File: config.mk
export PLATFORM = sky130hd
export DESIGN_NAME = dib_top
export DESIGN_NICKNAME = d
export VERILOG_FILES = /design/src/include/dib_pkg.sv /design/src/hw/dib_top.sv /design/src/hw/dib_sync.sv
export VERILOG_INCLUDE_DIRS = /design/src /design/src/include
export SDC_FILE = /design/constraint.sdc
export NUM_CORES = 1
export LEC_CHECK = 0
export BUFFER_PORTS_ARGS = -buffer_cell sky130_fd_sc_hd__buf_2
export CORE_ASPECT_RATIO = 0.9
export CORE_MARGIN = 2
export CORE_UTILIZATION = 35
export CTS_CLUSTER_DIAMETER = 30
export DETAILED_ROUTE_END_ITERATION = 16
export PLACE_DENSITY_LB_ADDON = 0.25
export SYNTH_ARGS = -nofsm -noshare
export SYNTH_HDL_FRONTEND = slang
export SYNTH_SLANG_ARGS = --single-unit
File: constraint.sdc
create_clock -name clk_i -period 16.8 [get_ports clk_i]
set_input_delay 3.36 -clock clk_i [delete_from_list [all_inputs] [get_ports clk_i]]
set_output_delay 3.36 -clock clk_i [all_outputs]
set_load 0.1 [all_outputs]
File: src/include/dib_defines.svh
// constants for the 48-channel discrete input bank
`ifndef DIB_DEFINES_SVH
`define DIB_DEFINES_SVH

`define DIB_NUM_CH      48
`define DIB_HALF_CH     24
`define DIB_LED_RESET   1'b1
`define DIB_PRESENT_VAL 1'b1
`define DIB_BUF_RESET   48'h0000_0000_0000

`endif

File: src/include/dib_pkg.sv
// types for the 48-channel discrete input bank
package dib_pkg;

  typedef enum logic [1:0] {
    DIB_FLT_RESET,
    DIB_FLT_INIT,
    DIB_FLT_RUN
  } dib_fault_st_t;

endpackage : dib_pkg

File: src/hw/dib_top.sv
// 48-channel discrete input bank with front-panel fault indicator
//
// What this block does
// - capture the on/off state of all 48 isolated inputs into readable buffers
// - first field connector inputs land on channels 1 to 24
// - second field connector inputs land on channels 25 to 48
// - channels numbered in sequence; channel n is buffer bit n-1
// - red fault indicator is lit whenever the system reset is applied
// - processor clears indicator once application runs and board seen; device obeys
`timescale 1ns/1ns
`include "dib_defines.svh"

module dib_top
  import dib_pkg::*;
(
  // clock and reset
  input  wire logic                     clk_i,
  input  wire logic                     rst_b_i,
  // field contacts after isolation, 1 means closed
  input  wire logic [`DIB_HALF_CH-1:0]  conn1_contact_i,
  input  wire logic [`DIB_HALF_CH-1:0]  conn2_contact_i,
  // processor side strobes
  input  wire logic                     fault_on_i,
  input  wire logic                     fault_clear_i,
  input  wire logic                     rd_stb_i,
  // processor side results
  output logic      [`DIB_NUM_CH-1:0]   ch_state_o,
  output logic      [`DIB_NUM_CH-1:0]   rd_data_o,
  output logic                          rd_valid_o,
  output logic                          board_present_o,
  // front panel
  output logic                          fault_led_o
);

  // reset release through two flops; assertion still acts at once
  logic rst_s1_q;
  logic rst_s1_d;
  logic rst_s2_q;
  logic rst_s2_d;
  logic rst_b;

  // a high shifts in once the pin lets go, so release lands on a clean edge
  always_comb
  begin
    rst_s1_d = 1'b1;
    rst_s2_d = rst_s1_q;
  end

  always_ff @(posedge clk_i or negedge rst_b_i)
  begin
    if (!rst_b_i)
    begin
      rst_s1_q <= 1'b0;
      rst_s2_q <= 1'b0;
    end
    else
    begin
      rst_s1_q <= rst_s1_d;
      rst_s2_q <= rst_s2_d;
    end
  end

  assign rst_b = rst_s2_q;

  // channel placement: second connector above the first
  logic [`DIB_NUM_CH-1:0] field_raw;
  logic [`DIB_NUM_CH-1:0] field_sync;

  assign field_raw = {conn2_contact_i, conn1_contact_i};

  dib_sync u_sync
  (
    .clk_i   (clk_i),
    .rst_b_i (rst_b),
    .async_i (field_raw),
    .sync_o  (field_sync)
  );

  // live input buffer, refreshed every cycle
  logic [`DIB_NUM_CH-1:0] buf_q;
  logic [`DIB_NUM_CH-1:0] buf_d;

  always_comb
  begin
    buf_d = field_sync;
  end

  always_ff @(posedge clk_i or negedge rst_b)
  begin
    if (!rst_b)
    begin
      buf_q <= `DIB_BUF_RESET;
    end
    else
    begin
      buf_q <= buf_d;
    end
  end

  // read snapshot, held so a multi-beat reader sees one coherent sample
  logic [`DIB_NUM_CH-1:0] rd_q;
  logic [`DIB_NUM_CH-1:0] rd_d;
  logic                   rd_vld_q;
  logic                   rd_vld_d;

  // copies the registered buffer, not the synchroniser, so the word matches ch_state_o
  always_comb
  begin
    rd_d     = rd_q;
    rd_vld_d = 1'b0;
    if (rd_stb_i)
    begin
      rd_d     = buf_q;
      rd_vld_d = 1'b1;
    end
  end

  always_ff @(posedge clk_i or negedge rst_b)
  begin
    if (!rst_b)
    begin
      rd_q     <= `DIB_BUF_RESET;
      rd_vld_q <= 1'b0;
    end
    else
    begin
      rd_q     <= rd_d;
      rd_vld_q <= rd_vld_d;
    end
  end

  // fault indicator state
  dib_fault_st_t flt_q;
  dib_fault_st_t flt_d;

  always_comb
  begin
    flt_d = flt_q;
    case (flt_q)
      DIB_FLT_RESET,
      DIB_FLT_INIT:
      begin
        // turn-on beats a clear in the same cycle so the lamp never drops early
        if (fault_on_i)
        begin
          flt_d = DIB_FLT_INIT;
        end
        else if (fault_clear_i)
        begin
          flt_d = DIB_FLT_RUN;
        end
      end
      DIB_FLT_RUN:
      begin
        if (fault_on_i)
        begin
          flt_d = DIB_FLT_INIT;
        end
      end
      default:
      begin
        flt_d = DIB_FLT_RESET;
      end
    endcase
  end

  always_ff @(posedge clk_i or negedge rst_b)
  begin
    if (!rst_b)
    begin
      flt_q <= DIB_FLT_RESET;
    end
    else
    begin
      flt_q <= flt_d;
    end
  end

  // lamp taken from the next state so it moves on the command edge, not one later
  logic led_q;
  logic led_d;

  always_comb
  begin
    led_d = (flt_d != DIB_FLT_RUN);
  end

  always_ff @(posedge clk_i or negedge rst_b)
  begin
    if (!rst_b)
    begin
      led_q <= `DIB_LED_RESET;
    end
    else
    begin
      led_q <= led_d;
    end
  end

  // presence flag answers the processor's board check once out of reset
  logic pres_q;
  logic pres_d;

  always_comb
  begin
    pres_d = `DIB_PRESENT_VAL;
  end

  always_ff @(posedge clk_i or negedge rst_b)
  begin
    if (!rst_b)
    begin
      pres_q <= 1'b0;
    end
    else
    begin
      pres_q <= pres_d;
    end
  end

  assign ch_state_o      = buf_q;
  assign rd_data_o       = rd_q;
  assign rd_valid_o      = rd_vld_q;
  assign board_present_o = pres_q;
  assign fault_led_o     = led_q;

endmodule : dib_top

File: src/hw/dib_sync.sv
// two-flop synchroniser for the field contact inputs
`timescale 1ns/1ns
`include "dib_defines.svh"

module dib_sync
(
  // clock and reset
  input  wire logic                    clk_i,
  input  wire logic                    rst_b_i,
  // asynchronous in, synchronous out
  input  wire logic [`DIB_NUM_CH-1:0]  async_i,
  output logic      [`DIB_NUM_CH-1:0]  sync_o
);

  genvar gi;
  generate
    for (gi = 0; gi < `DIB_NUM_CH; gi = gi + 1)
    begin : g_bit
      logic meta_q;
      logic meta_d;
      logic hold_q;
      logic hold_d;

      // first stage is read only by the second stage
      always_comb
      begin
        meta_d = async_i[gi];
        hold_d = meta_q;
      end

      always_ff @(posedge clk_i or negedge rst_b_i)
      begin
        if (!rst_b_i)
        begin
          meta_q <= 1'b0;
          hold_q <= 1'b0;
        end
        else
        begin
          meta_q <= meta_d;
          hold_q <= hold_d;
        end
      end

      assign sync_o[gi] = hold_q;
    end
  endgenerate

endmodule : dib_sync

==> impl_metrics.sql <==
INSERT INTO impl_metrics (metric_group, metric, value, unit) VALUES
('status', 'outcome', 'completed', ''),
('grt', 'grt_first_pass_wirelength', '15.44', 'mm'),
('timing', 'grt_setup_unrepaired', 'false', ''),
('floorplanning', 'die_area', '17280', 'µm²'),
('place', 'worst_setup_slack_before_clock_tree_synthesis', '12.16', 'ns'),
('synth', 'synth_cells', '259', ''),
('detailed_routing', 'ant_nets', '0', ''),
('synth', 'synth.yosys.warnings', '0', ''),
('critical_path', 'critical_path.endpoint', 'fault_led_o', ''),
('clocking', 'cts_hold_buffers', '0', ''),
('timing', 'timing.final.setup_violations', '0', ''),
('critical_path', 'critical_path_arrival', '1.35', 'ns'),
('clocking', 'cts_tree', 'done', ''),
('clocking', 'clock_insertion_delay_worst_skew', '0.42', 'ns'),
('synth', 'synthesis.area_per_instance', '21.95', 'µm²'),
('critical_path', 'path_depth', '1', ''),
('critical_path', 'critical_path.slowest_cell', 'dfstp_2', ''),
('critical_path', 'reg2reg_setup_slack', '15.05', 'ns'),
('timing', 'final_critical_path_setup_slack', '12.09', 'ns'),
('timing', 'fmaxAchievable', '212.3', 'MHz'),
('detailed_routing', 'route.detailed.drc', '0', ''),
('grt', 'vias_in_the_first_global_route', '2884', ''),
('critical_path', 'critical_path_start', 'fault_led_o', ''),
('critical_path', 'critical_path_required', '13.44', 'ns'),
('job', 'max_cap_viol_count', '0', ''),
('floorplanning', 'floorplan.io_pins', '152', ''),
('critical_path', 'regToRegStartpoint', 'rst_b', ''),
('clocking', 'buffer_cell_driving_the_clock_tree_root', 'clkbuf_16', ''),
('synth', 'mapped_cell_area', '5684', 'µm²'),
('detailed_routing', 'post_drt_wl_per_cell', '14.16', 'µm'),
('clocking', 'postCtsSetupRepairBufs', '0', ''),
('critical_path', 'delay_of_the_slowest_critical_path_stage', '0.51', 'ns'),
('place', 'place_hpwl', '5.915', 'mm'),
('synth', 'ys_seq_elements', '199', ''),
('timing', 'worst_pin_slew', '0.9513', 'ns'),
('synth', 'synthSimpleGateAreaFrac', '0.003302', ''),
('cells_and_area', 'fin_cells', '648', ''),
('timing', 'fin_skew', '0.01000', 'ns'),
('synth', 'synth_compound_area_frac', '0.003742', ''),
('grt', 'antenna_found_initial', '0', ''),
('clocking', 'ctsLongestPathBuffers', '2', ''),
('cells_and_area', 'antenna_cells_inserted', '0', ''),
('floorplanning', 'floorplan.rows', '44', ''),
('detailed_routing', 'drt_first_pass_iters', '4', ''),
('timing', 'finalCriticalPeriod', '4.710', 'ns'),
('synth', 'synth_sequential_area_ratio', '0.8763', ''),
('timing', 'finalCritPeriodShare', '0.2803', ''),
('detailed_routing', 'drt_iter0_markers', '105', ''),
('synth', 'synth_top_family_by_area', 'multiplexers', ''),
('timing', 'finalHoldViolCount', '0', ''),
('timing', 'drv_slew', '0', ''),
('floorplanning', 'initial_standard_cell_utilization_of_the_core', '0.3548', ''),
('place', 'numPortBuffers', '151', ''),
('floorplanning', 'floorplan.core_area', '16020', 'µm²'),
('power', 'peakVddDrop', '0.08372', 'mV'),
('floorplanning', 'die_w', '138.3', 'µm'),
('floorplanning', 'floorplan.die.height', '124.9', 'µm'),
('synth', 'synthMuxAreaShare', '0.1083', ''),
('critical_path', 'cell_by_cell_listing_of_the_critical_path', 'buf_2', ''),
('place', 'dpl.cell_count', '616', ''),
('detailed_routing', 'drt-total-wl', '9.175', 'mm'),
('critical_path', 'highest_fanout_seen_on_the_critical_path', '1', ''),
('synth', 'synth_xor_xnor_area_share', '0', ''),
('grt', 'global_route.overflow_total', '0', ''),
('synth', 'post_synth_num_cell_types', '12', ''),
('synth', 'post_synth_fa_ha_maj_area_fraction', '0', ''),
('min_path', 'worstHoldPathCells', '0', ''),
('clocking', 'cts_resized', '0', ''),
('cells_and_area', 'finalNetCount', '481', ''),
('clocking', 'ctsHtreeMaxLevel', '4', ''),
('cells_and_area', 'post_route_cells_drive_above_1_share', '0.5306', '');
==> Yosys cell counts <==
cell       number  area [µm²]
a21o_1          1       7.510
a21oi_1         1       5.000
a2bb2oi_1       1       8.760
buf_2           2       10.01
buf_6           3       33.78
conb_1          1       3.750
dfrtp_1       198        4955
dfstp_2         1       26.28
mux2_2         28       315.3
mux2_4         20       300.3
nand2b_1        2       12.51
nor2b_1         1       6.260
==> power breakdown <==
part	internal [W]	leakage [nW]	switching [W]
logic	0.0000302	0.905	0.000157
registers	0.000509	2.32	0.0000147
clock network	0.000237	0.292	0.000175
total	0.000777	3.52	0.000346
==> area by class of cell <==
| cell class | instances | area (µm²) | share of cell area |
|---|---|---|---|
| well taps | 207 | 259.0 | 0.03554 |
| repair buffers | 154 | 778.2 | 0.1068 |
| flip-flops and latches | 199 | 4985 | 0.6841 |
| clock inverters | 13 | 168.9 | 0.02318 |
| clock buffers | 19 | 432.9 | 0.05941 |
| multi-input cells | 56 | 663.1 | 0.09100 |
==> cells by family after synthesis <==
kind of cell           count (synthesis)
flip-flops                           199
multiplexers                          48
buffers and inverters                  5
AO/OA/AOI/OAI                          3
AND/OR/NAND/NOR                        3
other                                  1
==> sequential cells by signal (all words and copies together) (netlist names) <==
signal / flops
rst_b: 1
fault_led_o: 1
rd_valid_o: 1
ch_state_o: 48
u_sync.g_bit.hold_q: 48
board_present_o: 1
rst_s1_q: 1
rd_data_o: 48
u_sync.g_bit.hold_d: 48
flt_q: 2
==> cells in the final DEF, fill, tap and decap left out, drive strengths merged <==
| cell type | synthesis | routed |
|---|---|---|
| inv | 0 | 5 |
| nand2b | 2 | 2 |
| clkinvlp | 0 | 2 |
| bufinv | 0 | 3 |
| conb | 1 | 2 |
| a21o | 1 | 1 |
| nor2b | 1 | 1 |
| buf | 5 | 154 |
| clkbuf | 0 | 19 |
| mux2 | 48 | 48 |
| a21oi | 1 | 1 |
| dfrtp | 198 | 198 |
| clkinv | 0 | 3 |
| dfstp | 1 | 1 |
| a2bb2oi | 1 | 1 |
==> worst min-delay path by stage <==
stage | startpoint | end | slack, ns
floorplan | u_sync.g_bit[0].hold_q | ch_state_o[0] | 0.33
global placement | u_sync.g_bit[2].hold_q | ch_state_o[2] | 0.33
detailed placement | u_sync.g_bit[12].hold_q | ch_state_o[12] | 0.33
CTS | u_sync.g_bit[6].hold_q | ch_state_o[6] | 0.34
global route | u_sync.g_bit[27].hold_d | u_sync.g_bit[27].hold_q | 0.34
finish | u_sync.g_bit[6].hold_q | ch_state_o[6] | 0.34
==> layer usage <==
| layer | part of all wire | track usage |
|---|---|---|
| met3 | 0.085 | 0.05344 |
| met1 | 0.47 | 0.1588 |
| met2 | 0.43 | 0.1607 |
| met5 | 0 | 0 |
| met4 | 0.016 | 0.05222 |
==> stage by stage <==
step	cell area, µm²	hold WS, ns	utilization	power [W]
finish	7287	0.3414	0.4549	0.001123
detailed placement	6685	0.3347	0.4173	0.0007221
CTS	7287	0.3442	0.4549	0.001140
global placement	6685	0.3312	0.4173	0.0007196
floorplan	5688	0.3312	-	0.0006874
global route	7287	0.3432	0.4549	0.001168
No activity file was read; power rests on OpenSTA's default activity.
